### config.mk
export PLATFORM = sky130hd
export DESIGN_NAME = rwc_top
export DESIGN_NICKNAME = d
export VERILOG_FILES = /design/src/core/rwc_pkg.sv /design/src/core/rwc_top.sv /design/src/core/rwc_sync2.sv /design/src/core/rwc_delay_cnt.sv
export SDC_FILE = /design/constraint.sdc
export NUM_CORES = 1
export LEC_CHECK = 0
export BUFFER_PORTS_ARGS = -buffer_cell sky130_fd_sc_hd__buf_2
export CAP_MARGIN = 0
export CORE_ASPECT_RATIO = 0.8
export CORE_UTILIZATION = 25
export DETAILED_ROUTE_END_ITERATION = 10
export PLACE_DENSITY = 0.41
export SYNTH_ARGS = -nofsm -noshare
export SYNTH_HDL_FRONTEND = slang
export SYNTH_SLANG_ARGS = --single-unit
### constraint.sdc
create_clock -name clock -period 5.7 [get_ports clock]
set_input_delay 0.57 -clock clock [delete_from_list [all_inputs] [get_ports clock]]
set_output_delay 0.57 -clock clock [all_outputs]
set_load 0.01 [all_outputs]
### src/core/rwc_pkg.sv
// package: constants and types for the reset and wake-up controller
package rwc_pkg;

  // ****************************************
  // clock and timing
  // ****************************************
  localparam int unsigned CLK_PERIOD_NS       = 10;
  localparam int unsigned STARTUP_WAIT_MS     = 16;
  localparam int unsigned STARTUP_WAIT_CYCLES = (STARTUP_WAIT_MS * 1000000) / CLK_PERIOD_NS;
  localparam int unsigned EXTRA_RC_SHORT      = 8;
  localparam int unsigned EXTRA_RC_LONG       = 32;
  localparam int unsigned EXTRA_XTAL          = 510;
  localparam int unsigned CNT_W               = 24;
  localparam int unsigned POR_SYNC_CYCLES     = 2;

  // ****************************************
  // reset values and vectors
  // ****************************************
  localparam int unsigned PC_W        = 12;
  localparam logic [PC_W-1:0] PC_RESET = 12'h000;
  localparam logic [PC_W-1:0] INT_VECTOR_DEFAULT = 12'h004;
  localparam logic [PC_W-1:0] INT_VECTOR_MIN     = 12'h002;
  localparam logic [PC_W-1:0] INT_VECTOR_MAX     = 12'h040;
  localparam int unsigned PORT_W     = 8;
  localparam logic [PORT_W-1:0] PORT_DIR_RESET = 8'hFF;

  // ****************************************
  // types
  // ****************************************
  typedef enum logic [1:0] {
    RWC_OSC_RC      = 2'h0,
    RWC_OSC_XTAL_HI = 2'h1,
    RWC_OSC_XTAL_LO = 2'h2
  } rwc_osc_t;

  typedef enum logic [1:0] {
    RWC_PM_NORMAL = 2'h0,
    RWC_PM_GREEN  = 2'h1,
    RWC_PM_IDLE   = 2'h2,
    RWC_PM_SLEEP  = 2'h3
  } rwc_pmode_t;

  typedef enum logic [1:0] {
    RWC_ST_RESET = 2'h0,
    RWC_ST_RUN   = 2'h1,
    RWC_ST_LOW   = 2'h2,
    RWC_ST_WAKE  = 2'h3
  } rwc_state_t;

  typedef struct packed {
    logic ext_pin_wake_enable;
    logic ext_pin_int_enable;
    logic port_change_wake_enable;
    logic spi_slave_wake_enable;
    logic i2c_slave_wake_enable;
    logic conversion_done_wake_enable;
    logic counter_overflow_int_enable;
    logic counter_mode;
    logic pwm_period_match_int_enable;
    logic pwm_duty_match_int_enable;
    logic aux_timer_int_enable;
    logic aux_counter_mode;
    logic watch_timer_int_enable;
  } rwc_wake_en_t;

  typedef struct packed {
    logic ext_pin;
    logic port_change;
    logic spi_rx;
    logic i2c_rx;
    logic conv_done;
    logic counter_ovf;
    logic pwm_period;
    logic pwm_duty;
    logic aux_timer;
    logic watch_timer;
  } rwc_events_t;

endpackage

### src/core/rwc_top.sv
// reset and sleep wake-up controller
`timescale 1ns/1ps
module rwc_top
  import rwc_pkg::*;
#(
  parameter logic [CNT_W-1:0] STARTUP_CYCLES = CNT_W'(STARTUP_WAIT_CYCLES)
)
(
  input  wire logic              clock,
  input  wire logic              rst,
  input  wire logic              reset_pin_n,
  input  wire logic              watchdog_timer_en,
  input  wire logic              watchdog_timer_timeout,
  input  wire logic              low_voltage_reset_en,
  input  wire logic              low_voltage_reset_trip,
  input  wire logic              soft_reset_instr,
  input  wire logic              sleep_instruction,
  input  wire logic              idle_select,
  input  wire logic              green_mode,
  input  wire logic              global_int_enable_instr,
  input  wire logic              global_int_disable_instr,
  input  rwc_osc_t               osc_mode,
  input  wire logic              rc_long_extra,
  input  wire logic              sub_clock_tick,
  input  wire logic [PC_W-1:0]   int_vector,
  input  rwc_wake_en_t           wake_en,
  input  rwc_events_t            events,
  output logic                   core_reset_ff,
  output logic                   osc_run_ff,
  output logic                   pc_clear_ff,
  output logic                   port_dir_in_ff,
  output logic                   watchdog_clear_ff,
  output logic                   power_down_ff,
  output logic                   timeout_flag_ff,
  output logic                   pd_flag_ff,
  output logic                   vector_take_ff,
  output logic [PC_W-1:0]        vector_addr_ff,
  output logic                   resume_next_ff,
  output rwc_pmode_t             pmode_ff
);

  // ****************************************
  // pin synchronisation
  // ****************************************
  logic pin_n_sync;
  rwc_sync2 u_pin_sync (
    .clock (clock),
    .rst   (rst),
    .din   (reset_pin_n),
    .dout  (pin_n_sync)
  );

  // ****************************************
  // reset source decode
  // ****************************************
  logic       gie_ff;
  logic       wdt_at_sleep_ff;
  logic       por_ff;
  rwc_state_t state_ff;
  rwc_state_t nxt_state;
  logic       pin_rst;
  logic       wdt_rst;
  logic       lvr_rst;
  logic       any_rst;
  logic       sleeping;
  logic       in_idle;
  assign pin_rst = !pin_n_sync;
  assign wdt_rst = watchdog_timer_en && watchdog_timer_timeout;
  assign lvr_rst = low_voltage_reset_en && low_voltage_reset_trip;
  assign any_rst = por_ff || pin_rst || wdt_rst || lvr_rst || soft_reset_instr;
  assign sleeping = (state_ff == RWC_ST_LOW) && (pmode_ff == RWC_PM_SLEEP);
  assign in_idle  = (state_ff == RWC_ST_LOW) && (pmode_ff == RWC_PM_IDLE);

  // ****************************************
  // wake event qualification
  // ****************************************
  logic ext_ok;
  logic sleep_wake;
  logic idle_wake;
  logic nonrst_wake;
  assign ext_ok = wake_en.ext_pin_wake_enable && wake_en.ext_pin_int_enable && events.ext_pin;
  // enabled wake sources; counter overflow from sleep only in counter mode
  assign sleep_wake = ext_ok
    || (wake_en.port_change_wake_enable && events.port_change)
    || (wake_en.spi_slave_wake_enable && events.spi_rx)
    || (wake_en.i2c_slave_wake_enable && events.i2c_rx)
    || (wake_en.conversion_done_wake_enable && events.conv_done)
    || (wake_en.counter_overflow_int_enable && wake_en.counter_mode && events.counter_ovf)
    || (wake_en.aux_timer_int_enable && wake_en.aux_counter_mode && events.aux_timer);
  // pwm, timer-mode aux and watch timer reach idle only
  assign idle_wake = sleep_wake
    || (wake_en.counter_overflow_int_enable && events.counter_ovf)
    || (wake_en.pwm_period_match_int_enable && events.pwm_period)
    || (wake_en.pwm_duty_match_int_enable && events.pwm_duty)
    || (wake_en.aux_timer_int_enable && events.aux_timer)
    || (wake_en.watch_timer_int_enable && events.watch_timer);
  // watchdog on at sleep entry blocks peripheral wakes
  assign nonrst_wake = !wdt_at_sleep_ff && ((sleeping && sleep_wake) || (in_idle && idle_wake));

  logic run_int;
  assign run_int = (state_ff == RWC_ST_RUN) && (idle_wake || events.ext_pin && wake_en.ext_pin_int_enable);

  // ****************************************
  // delay selection
  // ****************************************
  function automatic logic [CNT_W-1:0] hold_len(input rwc_osc_t m, input logic rc_long);
    // RC adds 8 or 32; crystal adds 510
    if (m == RWC_OSC_RC)
      hold_len = STARTUP_CYCLES + CNT_W'(rc_long ? EXTRA_RC_LONG : EXTRA_RC_SHORT);
    else
      hold_len = STARTUP_CYCLES + CNT_W'(EXTRA_XTAL);
  endfunction

  logic             dly_load;
  logic             dly_done;
  logic [CNT_W-1:0] dly_val;
  logic             sub_wait_ff;
  logic [9:0]       sub_cnt_ff;
  logic [9:0]       nxt_sub_cnt;
  logic             sub_done;
  logic             sub_hold;
  // low crystal pin or watchdog reset adds sub-clock ticks, not clocks
  assign sub_hold = (osc_mode == RWC_OSC_XTAL_LO) && (pin_rst || wdt_rst);
  assign dly_load = any_rst || (state_ff == RWC_ST_LOW && nonrst_wake);
  assign dly_val  = (!sub_hold && (pin_rst || wdt_rst || state_ff == RWC_ST_LOW))
                    ? hold_len(osc_mode, rc_long_extra) : STARTUP_CYCLES;

  rwc_delay_cnt u_delay (
    .clock    (clock),
    .rst      (rst),
    .load     (dly_load),
    .load_val (dly_val),
    .done     (dly_done)
  );

  // low crystal counts 510 sub-clock ticks after start-up
  assign nxt_sub_cnt = dly_load ? 10'(EXTRA_XTAL)
                     : (dly_done && sub_cnt_ff != '0 && sub_clock_tick) ? sub_cnt_ff - 10'h001 : sub_cnt_ff;
  assign sub_done = !sub_wait_ff || (sub_cnt_ff == '0);

  // ****************************************
  // sequencer
  // ****************************************
  always_comb
  begin
    nxt_state = state_ff;
    unique case (state_ff)
      RWC_ST_RESET: if (!any_rst && dly_done && sub_done) nxt_state = RWC_ST_RUN;
      RWC_ST_RUN:   if (any_rst) nxt_state = RWC_ST_RESET;
                    else if (sleep_instruction) nxt_state = RWC_ST_LOW;
      // pin or watchdog wake is a full reset
      RWC_ST_LOW:   if (any_rst) nxt_state = RWC_ST_RESET;
                    else if (nonrst_wake) nxt_state = RWC_ST_WAKE;
      RWC_ST_WAKE:  if (any_rst) nxt_state = RWC_ST_RESET;
                    else if (dly_done && sub_done) nxt_state = RWC_ST_RUN;
    endcase
  end

  always_ff @(posedge clock)
  begin
    if (rst)
    begin
      state_ff    <= RWC_ST_RESET;
      por_ff      <= 1'b1;
      sub_cnt_ff  <= '0;
      sub_wait_ff <= 1'b0;
    end
    else
    begin
      state_ff    <= nxt_state;
      por_ff      <= 1'b0;
      sub_cnt_ff  <= nxt_sub_cnt;
      sub_wait_ff <= dly_load ? sub_hold : sub_wait_ff;
    end
  end

  // ****************************************
  // outputs
  // ****************************************
  logic going_low;
  logic wake_done;
  assign going_low = (state_ff == RWC_ST_RUN) && !any_rst && sleep_instruction;
  assign wake_done = (state_ff == RWC_ST_WAKE) && (nxt_state == RWC_ST_RUN);

  always_ff @(posedge clock)
  begin
    if (rst)
    begin
      core_reset_ff     <= 1'b1;
      osc_run_ff        <= 1'b1;
      pc_clear_ff       <= 1'b1;
      port_dir_in_ff    <= 1'b1;
      watchdog_clear_ff <= 1'b1;
      power_down_ff     <= 1'b0;
      timeout_flag_ff   <= 1'b1;
      pd_flag_ff        <= 1'b1;
      gie_ff            <= 1'b0;
      wdt_at_sleep_ff   <= 1'b0;
      vector_take_ff    <= 1'b0;
      vector_addr_ff    <= PC_RESET;
      resume_next_ff    <= 1'b0;
      pmode_ff          <= RWC_PM_NORMAL;
    end
    else
    begin
      core_reset_ff     <= nxt_state == RWC_ST_RESET;
      osc_run_ff        <= !(nxt_state == RWC_ST_LOW && pmode_ff == RWC_PM_SLEEP) || any_rst;
      pc_clear_ff       <= nxt_state == RWC_ST_RESET;
      port_dir_in_ff    <= nxt_state == RWC_ST_RESET;
      // watchdog clear on reset; also on sleep entry
      watchdog_clear_ff <= (nxt_state == RWC_ST_RESET) || going_low;
      power_down_ff     <= (nxt_state == RWC_ST_LOW) && (going_low ? !idle_select : pmode_ff == RWC_PM_SLEEP);
      // timeout and power-down flags record the cause
      if (wdt_rst)
        timeout_flag_ff <= 1'b0;
      else if (pin_rst || por_ff)
        timeout_flag_ff <= 1'b1;
      if (going_low)
        pd_flag_ff <= 1'b0;
      else if (por_ff || (pin_rst && state_ff != RWC_ST_LOW))
        pd_flag_ff <= 1'b1;
      if (nxt_state == RWC_ST_RESET)
        gie_ff <= 1'b0;
      else if (global_int_enable_instr)
        gie_ff <= 1'b1;
      else if (global_int_disable_instr)
        gie_ff <= 1'b0;
      if (going_low)
        wdt_at_sleep_ff <= watchdog_timer_en;
      if (going_low)
        pmode_ff <= idle_select ? RWC_PM_IDLE : RWC_PM_SLEEP;
      else if (wake_done || nxt_state == RWC_ST_RESET)
        pmode_ff <= green_mode ? RWC_PM_GREEN : RWC_PM_NORMAL;
      else if (state_ff == RWC_ST_RUN)
        pmode_ff <= green_mode ? RWC_PM_GREEN : RWC_PM_NORMAL;
      // vector after wake with interrupts on; in run modes
      vector_take_ff    <= gie_ff && (wake_done || run_int);
      // continue after sleep with interrupts off
      resume_next_ff    <= !gie_ff && wake_done;
      if (nxt_state == RWC_ST_RESET)
        vector_addr_ff <= PC_RESET;
      else if (int_vector >= INT_VECTOR_MIN && int_vector <= INT_VECTOR_MAX)
        vector_addr_ff <= int_vector;
      else
        vector_addr_ff <= INT_VECTOR_DEFAULT;
    end
  end

  // ****************************************
  // checks
  // ****************************************
  a_pin_holds_reset: assert property (@(posedge clock) disable iff (rst)
    !pin_n_sync |=> core_reset_ff)
    else $error("pin low did not hold reset");
  a_reset_pc_clear: assert property (@(posedge clock) disable iff (rst)
    core_reset_ff |-> pc_clear_ff && port_dir_in_ff)
    else $error("reset without pc clear or port input");
  a_reset_wdt_clear: assert property (@(posedge clock) disable iff (rst)
    core_reset_ff |-> watchdog_clear_ff)
    else $error("reset without watchdog clear");
  a_sleep_wdt_clear: assert property (@(posedge clock) disable iff (rst)
    going_low |=> watchdog_clear_ff && !pd_flag_ff)
    else $error("sleep entry missed watchdog clear");
  a_wdt_blocks_wake: assert property (@(posedge clock) disable iff (rst)
    (state_ff == RWC_ST_LOW && wdt_at_sleep_ff && !any_rst) |=> state_ff != RWC_ST_WAKE)
    else $error("peripheral woke with watchdog on");
  a_resume_next: assert property (@(posedge clock) disable iff (rst)
    (wake_done && !gie_ff) |=> resume_next_ff && !vector_take_ff)
    else $error("wake with interrupts off did not resume");
  a_wake_vector: assert property (@(posedge clock) disable iff (rst)
    (wake_done && gie_ff) |=> vector_take_ff)
    else $error("wake with interrupts on missed vector");
  a_reset_hold_min: assert property (@(posedge clock) disable iff (rst)
    $rose(core_reset_ff) |-> core_reset_ff [*8])
    else $error("reset released too early");
  a_osc_in_reset: assert property (@(posedge clock) disable iff (rst)
    core_reset_ff |-> osc_run_ff)
    else $error("oscillator stopped in reset");

endmodule

### src/core/rwc_sync2.sv
// two-flop synchroniser for a pin level
`timescale 1ns/1ps
module rwc_sync2
  import rwc_pkg::*;
(
  input  wire logic clock,
  input  wire logic rst,
  input  wire logic din,
  output logic      dout
);
  logic meta_ff;
  logic sync_ff;

  always_ff @(posedge clock)
  begin
    if (rst)
    begin
      meta_ff <= 1'b1;
      sync_ff <= 1'b1;
    end
    else
    begin
      meta_ff <= din;
      sync_ff <= meta_ff;
    end
  end

  assign dout = sync_ff;
endmodule

### src/core/rwc_delay_cnt.sv
// down-counter for reset and wake-up hold time
`timescale 1ns/1ps
module rwc_delay_cnt
  import rwc_pkg::*;
(
  input  wire logic             clock,
  input  wire logic             rst,
  input  wire logic             load,
  input  wire logic [CNT_W-1:0] load_val,
  output logic                  done
);
  logic [CNT_W-1:0] cnt_ff;
  logic [CNT_W-1:0] nxt_cnt;

  assign nxt_cnt = load ? load_val : ((cnt_ff != '0) ? cnt_ff - 24'h000001 : cnt_ff);
  assign done    = (cnt_ff == '0) && !load;

  always_ff @(posedge clock)
  begin
    if (rst)
      cnt_ff <= '0;
    else
      cnt_ff <= nxt_cnt;
  end
endmodule

==> results of run 1 <==
==> metrics by stage <==
| stage | power [W] | std cells | instance area (µm²) | util | hold WS (ps) |
|---|---|---|---|---|---|
| finish | 0.001163 | 561 | 3852 | 0.3283 | 406.1 |
| global route | 0.001217 | 561 | 3852 | 0.3283 | 408.9 |
| CTS | 0.001178 | 561 | 3852 | 0.3283 | 405.4 |
| detailed placement | 0.0006172 | 545 | 3552 | 0.3027 | 392.8 |
| global placement | 0.0006184 | 545 | 3552 | 0.3027 | 391.9 |
| floorplan | 0.0005744 | 342 | 3074 | - | 389.5 |
==> flip-flops by register name (all words and copies together) (netlist names), 2 cells and up <==
| signal | flops |
|---|---|
| sub_cnt_ff | 10 |
| u_delay.cnt_ff | 24 |
| vector_addr_ff | 12 |
| state_ff | 2 |
| pmode_ff | 2 |
==> cells by family after synthesis <==
| kind of cell | count (synthesis) | synth area share |
|---|---|---|
| muxes | 4 | 0.01350 |
| other | 1 | 0.001226 |
| xor gates and xnor gates | 25 | 0.07157 |
| DFF | 64 | 0.4188 |
| AOI/OAI and AO/OA | 76 | 0.1894 |
| buffers and inverters | 34 | 0.04539 |
| and+or+nand+nor | 132 | 0.2519 |
| adders and majority gates | 2 | 0.008179 |
==> cells in the mapped netlist (5+ instances only) <==
cell / count
clkbuf_1: 15
xnor2_1: 19
dfxtp_1: 64
o21ai_0: 7
xor2_1: 6
nor2_1: 25
a21oi_1: 25
and2_1: 8
nor4_1: 13
or3_1: 7
nand2_1: 17
nand3_1: 14
or4_1: 8
nand2b_1: 5
inv_1: 13
nor3_1: 9
==> routing by layer <==
metal,wire (µm),track usage,up-vias
met1,3914,0.1736,1238
li1,-,-,1372
met5,0,0,-
met4,121,0.05159,0
met2,3334,0.1846,52
met3,303,0.03822,11
==> power by group through the flow <==
| stage | clock network [W] | registers [W] | logic (W) |
|---|---|---|---|
| 2_1_floorplan | 0 | 0.000486 | 0.0000883 |
| 3_3_place_gp | 0 | 0.000489 | 0.000130 |
| 3_5_place_dp | 0 | 0.000488 | 0.000129 |
| 4_1_cts | 0.000569 | 0.000479 | 0.000130 |
| 5_1_grt | 0.000591 | 0.000482 | 0.000145 |
| 6_report | 0.000553 | 0.000479 | 0.000130 |
==> worst max path at each step <==
stage                    startpoint             end  depth (start not counted)
2_1_floorplan  low_voltage_reset_en  vector_take_ff                          6
3_3_place_gp      u_delay.cnt_ff[0]   sub_cnt_ff[8]                          7
3_5_place_dp      u_delay.cnt_ff[0]   sub_cnt_ff[8]                          7
4_1_cts           u_delay.cnt_ff[0]   sub_cnt_ff[8]                          7
5_1_grt           u_delay.cnt_ff[0]   sub_cnt_ff[8]                          7
6_report          u_delay.cnt_ff[0]   sub_cnt_ff[8]                          7
==> cell type report <==
class                           instances  area (µm²)
Timing Repair Buffer                   76       382.9
Clock buffer                           13       260.3
Sequential cell                        64        1281
Tap cell                              148       185.2
Clock inverter                          3       40.04
Multi-Input combinational cell        244        1654
Inverter                               13       48.80
Fill cell                            1235        7884
==> critical path: stages, from the launching register on <==
cell and delay [ps]:
dfxtp_1 330, inv_1 70, ha_1 290, nor4b_1 300, nand4_1 740, or2_0 670, o41ai_1 420, a31oi_1 120
==> reports/metrics.cfg, run 1 <==
[timing]
setup_tns_ps = 0
worst_pin_slew_ps = 885.3
timing.fmax_mhz = 321.5
fin_ws_ps = 2590
hold_viol_final = 0
slew_headroom = 0.4081
slew_viol_final = 0
period_share = 0.5457
min_period_ps = 3111
rsz0062_at_grt = no
setup_viol = 0
skew_ps = 5.373

[placed_design]
io_buffers = 75
place_congestion = 0.7651
place_hpwl_um = 5389
dp_slack_ps = 2518

[cts]
h-tree-depth = 3
cts_hold_buf = 0
clkLatencyLatePin_ps = 330
cts_tree = done
cts_resized = 0
postCtsSetupBuffers = 0
path_clk_slew_ps = 50
max-clock-path-buffers = 2
root_buffer = clkbuf_16
cts.sink_count = 64
cts_buffers = 9

[detailed_routing]
drt-initial-drc-count = 193
wl_um = 7674
drc = 1
num_vias = 2673
via_per_inst = 4.765
wl_per_cell_um = 13.68
drtPass1Iterations = 7
ant_nets = 0

[final_layout]
layout_common_cells = buf_2 (75), dfxtp_1 (64), nor2_1 (25), a21oi_1 (25), xnor2_1 (19)
drive_gt1_frac = 0.2615
syn_to_final_growth_pct = 25.93
n_antenna_cell = 0
layout_commonest_cell = buf_2
layout.nets = 462

[critical_path]
crit_type = flop to flop
r2r_cells = 7
path_max_fanout = 22
required_ps = 5880
cp-end-kind = flop
reg2reg_to = sub_cnt_ff[8]
startpoint_type = flop
r2r_start = u_delay.cnt_ff[0]
crit_arrival_ps = 3290
reg2reg_setup_slack_ps = 2590

[global_route]
grt_max_degree = 37
antenna_found_initial = 0
grt_pass1_vias = 2447
grt_usage = 0.1269
grt.overflow.total = 0
grt_pass1_wl_um = 12450

[worst_hold_path]
min_path_cells = 1
hold_start = u_pin_sync.meta_ff
min_path_type = flop to flop
min_to = u_pin_sync.dout

[die]
io_pins = 76
coreArea_mm2 = 0.01174
die_area_mm2 = 0.01269
chipHeight_um = 100.9
rows = 35
start_util = 0.2607
fp.dieW_um = 125.7

[yosys]
ys_seq_area_frac = 0.4188
yosysWarnings = 0
async_flop_share = 0
synthesis.area_mm2 = 0.003059
yosysTopAreaCell = dfxtp_1
synth_cells = 338
avgSynthCellArea_um2 = 9.051
synth_top_area_frac = 0.4188
synth_seq_cells = 64
synth_area_leaders = dfxtp_1 (42%), xnor2_1 (5.4%), a21oi_1 (4.1%)
synthFlopType = dfxtp_1
synth_enable_flop_cells = 0
ys_types = 66

[pwr]
p_int_w = 0.0008818
p_sw_frac = 0.2416
p_per_area_mw_per_mm2 = 301.8
power_frac_clock = 0.476
power_frac_seq = 0.412
p_leak_nw = 1.464
p_sw_w = 0.0002809
peakVddDrop_uv = 133.5
combPwrFrac = 0.112

[job]
cap_violations = 0

[run_status]
status = complete, but fails checks
violations = DRC

No activity file was read; power rests on OpenSTA's default activity.
==> run 2: changes to the inputs <==
Clock period 5.7 ns to 3.3 ns, I/O delays scaled along.
==> reports/metrics.cfg, run 2 (synthesis results as in run 1) <==
[timing]
min_period_ps = 2802  ; was 3111 ps
rsz0062_at_grt = no  ; unchanged
slew_viol_final = 0  ; unchanged
timing.fmax_mhz = 356.9  ; was 321.5 MHz
slew_headroom = 0.4873  ; was 0.4081
period_share = 0.8491  ; was 0.5457
holdWs_ps = 187.1  ; was 406.1 ps
worst_pin_slew_ps = 769.0  ; was 885.3 ps
setup_tns_ps = 0  ; unchanged
skew_ps = 6.029  ; was 5.373 ps
hold_viol_final = 0  ; unchanged
setup_viol = 0  ; unchanged

[final_layout]
regArea_mm2 = 0.001281  ; unchanged
multi_input_area_mm2 = 0.001654  ; unchanged
instances_no_fill = 564  ; was 561
drive_gt1_frac = 0.2692  ; was 0.2615
layout.nets = 465  ; was 462
largest_register_ffs = 24  ; unchanged
syn_to_final_growth_pct = 26.18  ; was 25.93%
layout_common_cells = buf_2 (75), dfxtp_1 (64), nor2_1 (25), a21oi_1 (25), xnor2_1 (19)  ; unchanged
n_antenna_cell = 0  ; unchanged
utilization = 0.3289  ; was 0.3283
regMostFlops = u_delay.cnt_ff  ; unchanged
fillers = 1255  ; was 1235
layout_commonest_cell = buf_2  ; unchanged
top_regs = u_delay.cnt_ff x24, vector_addr_ff x12, sub_cnt_ff x10  ; unchanged

[die]
die_area_mm2 = 0.01269  ; unchanged
fp.dieW_um = 125.7  ; unchanged
coreArea_mm2 = 0.01174  ; unchanged
start_util = 0.2607  ; unchanged
rows = 35  ; unchanged
io_pins = 76  ; unchanged
chipHeight_um = 100.9  ; unchanged

[cts]
path_clk_slew_ps = 50  ; about the same
h-tree-depth = 3  ; unchanged
cts.sink_count = 64  ; unchanged
clkLatencyLatePin_ps = 330  ; about the same
cts_buffers = 9  ; unchanged
cts_tree = done  ; unchanged
postCtsSetupBuffers = 0  ; unchanged
cts_resized = 0  ; unchanged
cts_hold_buf = 0  ; unchanged
max-clock-path-buffers = 2  ; unchanged
root_buffer = clkbuf_16  ; unchanged

[job]
cap_violations = 0  ; unchanged

[critical_path]
critical_path.cell_chain = inv_1, ha_1, nor4b_1, nand4_1, or2_0, o41ai_1, a31oi_1  ; unchanged
crit_arrival_ps = 2980  ; was 3290 ps
cp-end-kind = flop  ; unchanged
crit_type = flop to flop  ; unchanged
startpoint_type = flop  ; unchanged
path_max_fanout = 10  ; was 22
max_stage_delay_ps = 560  ; was 740 ps
required_ps = 3480  ; was 5880 ps
crit_path_top_delay_cell = or2_0  ; was nand4_1

[global_route]
grt_max_degree = 37  ; unchanged
grt_pass1_vias = 2395  ; was 2447
antenna_found_initial = 0  ; unchanged
grt_usage = 0.1284  ; was 0.1269
grt.overflow.total = 0  ; unchanged
grt_pass1_wl_um = 12520  ; was 12450 µm

[pwr]
p_sw_w = 0.0004917  ; was 0.0002809 W
combPwrFrac = 0.117  ; was 0.112
p_leak_nw = 1.474  ; was 1.464 nW
p_int_w = 0.001468  ; was 0.0008818 W
peakVddDrop_uv = 231.0  ; was 133.5 µV
power_frac_clock = 0.461  ; was 0.476
power_frac_seq = 0.422  ; was 0.412
total_power_w = 0.001960  ; was 0.001163 W
p_sw_frac = 0.2509  ; was 0.2416
p_per_area_mw_per_mm2 = 507.7  ; was 301.8 mW/mm²

[worst_hold_path]
min_path_type = input port to flop  ; was flop to flop

[detailed_routing]
drt-initial-drc-count = 159  ; was 193
ant_nets = 0  ; unchanged
wl_um = 7927  ; was 7674 µm
num_vias = 2733  ; was 2673
drc = 1  ; unchanged
wl_per_cell_um = 14.05  ; was 13.68 µm
via_per_inst = 4.846  ; was 4.765
drtPass1Iterations = 7  ; unchanged

[placed_design]
io_buffers = 75  ; unchanged
place_congestion = 0.7975  ; was 0.7651
place_hpwl_um = 5665  ; was 5389 µm
dp.cells = 548  ; was 545

[run_status]
violations = DRC  ; unchanged
status = complete, but fails checks  ; unchanged

==> run 2: changes by cell type in the layout (fill, tap and decap cells not counted) <==
cell	delta
buf_4	+3
clkbuf_8	+1
bufinv_16	-1
clkbuf_1	-1
clkinv_2	+1
==> run 2: worst paths after layout <==
check / startpoint / slack (ps) / cells past startpoint / to
min: reset_pin_n / 190 / 2 / u_pin_sync.meta_ff
max reg2reg: u_delay.cnt_ff[0] / 500 / 7 / sub_cnt_ff[8]
max: u_delay.cnt_ff[0] / 500 / 7 / sub_cnt_ff[8]
min reg2reg: u_pin_sync.meta_ff / 410 / 1 / u_pin_sync.dout
==> run 2: worst max-delay path: cells and delay by family (launching register included) <==
kind                       cells  cell delay [ps]
buffers and inverters          1               70
and+or+nand+nor                3             1380
AOI/OAI and AO/OA              2              570
DFF                            1              340
adders and majority gates      1              300
==> run 2: power by group through the flow <==
stage	Combinational, W	Clock (W)	Sequential [W]
after global routing	0.000255	0.000970	0.000831
after global placement	0.000229	0	0.000844
after detailed placement	0.000227	0	0.000844
after floorplan	0.000153	0	0.000840
after CTS	0.000229	0.000933	0.000827
final	0.000228	0.000904	0.000827
==> run 2: final cells by class <==
type                       instances  area share
sequential                        64      0.3319
timing repair buffer              79      0.1050
tap                              148     0.04797
clock buffer                      13     0.07002
multi-input combinational        244      0.4285
inverter                          13     0.01264
clock inverter                     3    0.003890
==> run 2: per-layer routing <==
metal / vias to the layer above / track usage / routed length (µm)
met3: 9 / 0.03609 / 377
met4: 0 / 0.05066 / 112
met1: 1275 / 0.1825 / 3995
li1: 1381 / - / -
met2: 68 / 0.1808 / 3442
met5: - / 0 / 0
==> run 2: through the flow <==
| stage | area (µm²) | setup WS [ps] |
|---|---|---|
| after floorplan | 3074 | 1049 |
| after global placement | 3575 | 694.5 |
| after detailed placement | 3575 | 594.8 |
| after CTS | 3860 | 538.4 |
| after global routing | 3860 | 268.8 |
| final | 3860 | 497.9 |
==> run 3: changes to the inputs <==
Settings changed: ABC_AREA set to 1, PLACE_DENSITY 0.41 to 0.4.
Clock period 3.3 ns to 2.82 ns, I/O delays scaled along.
==> reports/metrics.cfg, run 3 <==
[detailed_routing]
wl_um = 8009  ; was 7927 µm
wl_per_cell_um = 11.73  ; was 14.05 µm
drt-initial-drc-count = 146  ; was 159
drc = 0  ; was 1
drtPass1Iterations = 5  ; was 7
via_per_inst = 4.262  ; was 4.846
ant_nets = 0  ; unchanged
num_vias = 2911  ; was 2733

[global_route]
grt_usage = 0.1341  ; was 0.1284
grt_max_degree = 19  ; was 37
grt_pass1_vias = 2755  ; was 2395
antenna_found_initial = 0  ; unchanged
grt_pass1_wl_um = 13420  ; was 12520 µm
grt.overflow.total = 0  ; unchanged

[critical_path]
r2r_cells = 14  ; was 7
critPathCapture = sub_cnt_ff[2]  ; was sub_cnt_ff[8]
max_stage_delay_ps = 300  ; was 560 ps
reg2reg_to = sub_cnt_ff[2]  ; was sub_cnt_ff[8]
worstSetupStartpoint = u_delay.cnt_ff[0]  ; unchanged
crit_type = flop to flop  ; unchanged
r2r_start = u_delay.cnt_ff[0]  ; unchanged
crit_path_top_delay_cell = dfxtp_1  ; was or2_0
cp-end-kind = flop  ; unchanged
path_max_fanout = 6  ; was 10
cp_common_cell = nor2_1
reg2reg_setup_slack_ps = 640  ; was 500 ps
critical_path.cell_chain = inv_1, ha_1, nand2_2, nor2_4, nand2_1, inv_2, nand4_1, nor2_1, nand2_2, nor2_4, nand2_1, nor2_1, nor2_1, a21oi_2  ; was inv_1, ha_1, nor4b_1, nand4_1, or2_0, o41ai_1, a31oi_1
startpoint_type = flop  ; unchanged
crit_arrival_ps = 2440  ; was 2980 ps
required_ps = 3080  ; was 3480 ps

[yosys]
synth_cells = 424  ; was 338
yosysWarnings = 0  ; unchanged
synthFlopType = dfxtp_1  ; unchanged
async_flop_share = 0  ; unchanged
ys_types = 40  ; was 66
synthesis.area_mm2 = 0.003142  ; was 0.003059 mm²
ys_seq_area_frac = 0.4078  ; was 0.4188
synth_enable_flop_cells = 0  ; unchanged
synth_area_leaders = dfxtp_1 (41%), nand2_1 (8.0%), nor2_1 (8.0%)  ; was dfxtp_1 (42%), xnor2_1 (5.4%), a21oi_1 (4.1%)
synth_top_area_frac = 0.4078  ; was 0.4188
avgSynthCellArea_um2 = 7.410  ; was 9.051 µm²
synth_common_cells = nand2_1 (67), nor2_1 (67), dfxtp_1 (64), inv_1 (44), a21oi_1 (30)  ; was dfxtp_1 (64), a21oi_1 (25), nor2_1 (25), xnor2_1 (19), nand2_1 (17)
yosysTopAreaCell = dfxtp_1  ; unchanged
synth_seq_cells = 64  ; unchanged

[timing]
slew_viol_final = 0  ; unchanged
period_share = 0.7716  ; was 0.8491
timing.fmax_mhz = 459.6  ; was 356.9 MHz
setup_tns_ps = 0  ; unchanged
min_period_ps = 2176  ; was 2802 ps
hold_viol_final = 0  ; unchanged
skew_ps = 6.095  ; was 6.029 ps
setup_viol = 0  ; unchanged
rsz0062_at_grt = no  ; unchanged

[final_layout]
top_regs = u_delay.cnt_ff x24, vector_addr_ff x12, sub_cnt_ff x10  ; unchanged
n_antenna_cell = 0  ; unchanged
fillers = 1318  ; was 1255
final_design_area_no_fill_mm2 = 0.003991  ; was 0.003860 mm²
layout_commonest_cell = buf_2  ; unchanged
largest_register_ffs = 24  ; unchanged
layout_common_cells = buf_2 (75), nor2_1 (67), nand2_1 (67)  ; was buf_2 (75), dfxtp_1 (64), nor2_1 (25), a21oi_1 (25), xnor2_1 (19)
drive_gt1_frac = 0.2676  ; was 0.2692
regMostFlops = u_delay.cnt_ff  ; unchanged
layout.nets = 562  ; was 465
instances_no_fill = 683  ; was 564
syn_to_final_growth_pct = 27.04  ; was 26.18%

[die]
coreArea_mm2 = 0.01221  ; was 0.01174 mm²
die_area_mm2 = 0.01302  ; was 0.01269 mm²
chipHeight_um = 102.3  ; was 100.9 µm
fp.dieW_um = 127.3  ; was 125.7 µm
io_pins = 76  ; unchanged
rows = 36  ; was 35
start_util = 0.2574  ; was 0.2607

[cts]
cts_hold_buf = 0  ; unchanged
h-tree-depth = 3  ; unchanged
root_buffer = clkbuf_16  ; unchanged
postCtsSetupBuffers = 0  ; unchanged
cts.sink_count = 64  ; unchanged
max-clock-path-buffers = 2  ; unchanged
path_clk_slew_ps = 50  ; about the same
cts_buffers = 9  ; unchanged
cts_resized = 0  ; unchanged
clkLatencyLatePin_ps = 330  ; about the same
cts_tree = done  ; unchanged

[pwr]
p_leak_nw = 1.807  ; was 1.474 nW
peakVddDrop_uv = 322.8  ; was 231.0 µV
p_per_area_mw_per_mm2 = 560.8  ; was 507.7 mW/mm²

[placed_design]
dp.cells = 668  ; was 548
place_hpwl_um = 6132  ; was 5665 µm
io_buffers = 75  ; unchanged
postPlaceCellArea_mm2 = 0.003717  ; was 0.003575 mm²
place_congestion = 0.7545  ; was 0.7975

[worst_hold_path]
min_path_type = input port to flop  ; unchanged

[job]
cap_violations = 0  ; unchanged

[run_status]
status = complete, no violations  ; was complete, but fails checks

run 3: worst min path at each step:
stage | from | end | slack, ps | depth (start not counted)
2_1_floorplan | rst | por_ff | 310 | 0
3_3_place_gp | u_pin_sync.meta_ff | u_pin_sync.dout | 400 | 1
3_5_place_dp | u_pin_sync.meta_ff | u_pin_sync.dout | 410 | 1
4_1_cts | reset_pin_n | u_pin_sync.meta_ff | 130 | 2
5_1_grt | reset_pin_n | u_pin_sync.meta_ff | 140 | 2
6_report | reset_pin_n | u_pin_sync.meta_ff | 150 | 2
run 3: final cells by class:
class                           instances  area [µm²]  share of cell area
Clock buffer                           12       256.5             0.06426
Clock inverter                          3       17.52            0.004389
Inverter                               56       212.7             0.05329
Multi-Input combinational cell        301        1627              0.4075
Sequential cell                        64        1281              0.3210
Tap cell                              171       214.0             0.05360
Timing Repair Buffer                   76       382.9             0.09592
run 3: per-stage QoR:
| stage | power, W | hold WS, ps | utilization | worst slack (ps) |
|---|---|---|---|---|
| 6_report | 0.002238 | 149.4 | 0.3270 | 644.0 |
| 5_1_grt | 0.002364 | 141.6 | 0.3270 | 304.7 |
| 4_1_cts | 0.002287 | 132.8 | 0.3270 | 612.4 |
| 3_5_place_dp | 0.001244 | 410.6 | 0.3045 | 554.6 |
| 3_3_place_gp | 0.001248 | 397.2 | 0.3045 | 574.9 |
| 2_1_floorplan | 0.001156 | 309.7 | - | 972.8 |
run 3: cell families (layout without fill, tap and decap cells):
logic type / count (synthesis) / count (layout) / share of synthesized area
AND/OR/NAND/NOR: 216 / 216 / 0.3497
flip-flops: 64 / 64 / 0.4078
buffers and inverters: 63 / 147 / 0.07925
AO/OA/AOI/OAI: 62 / 62 / 0.1095
XOR/XNOR: 16 / 16 / 0.04461
adder cells (fa/ha/maj): 2 / 2 / 0.007964
other: 1 / 5 / 0.001194
run 3: report_power, final:
part           internal, W  switching, W  leakage, nW  total, W
Clock             0.000634      0.000380        0.134   0.00101
Combinational     0.000102      0.000157         1.15  0.000260
Sequential        0.000938     0.0000270        0.526  0.000965
run 3: routing by layer:
metal,vias to the layer above,share of wire,GRT usage
met5,-,0,0
met4,0,0.0057,0.04396
met3,4,0.056,0.04031
met2,75,0.40,0.1980
met1,1302,0.54,0.1857
li1,1530,-,-
run 3: worst max-delay path, delay by kind of cell, from the launching register on:
kind	cells	cell delay [ps]
adders and majority gates	1	230
buffers and inverters	2	180
AOI/OAI and AO/OA	1	120
DFF	1	300
and+or+nand+nor	10	1280
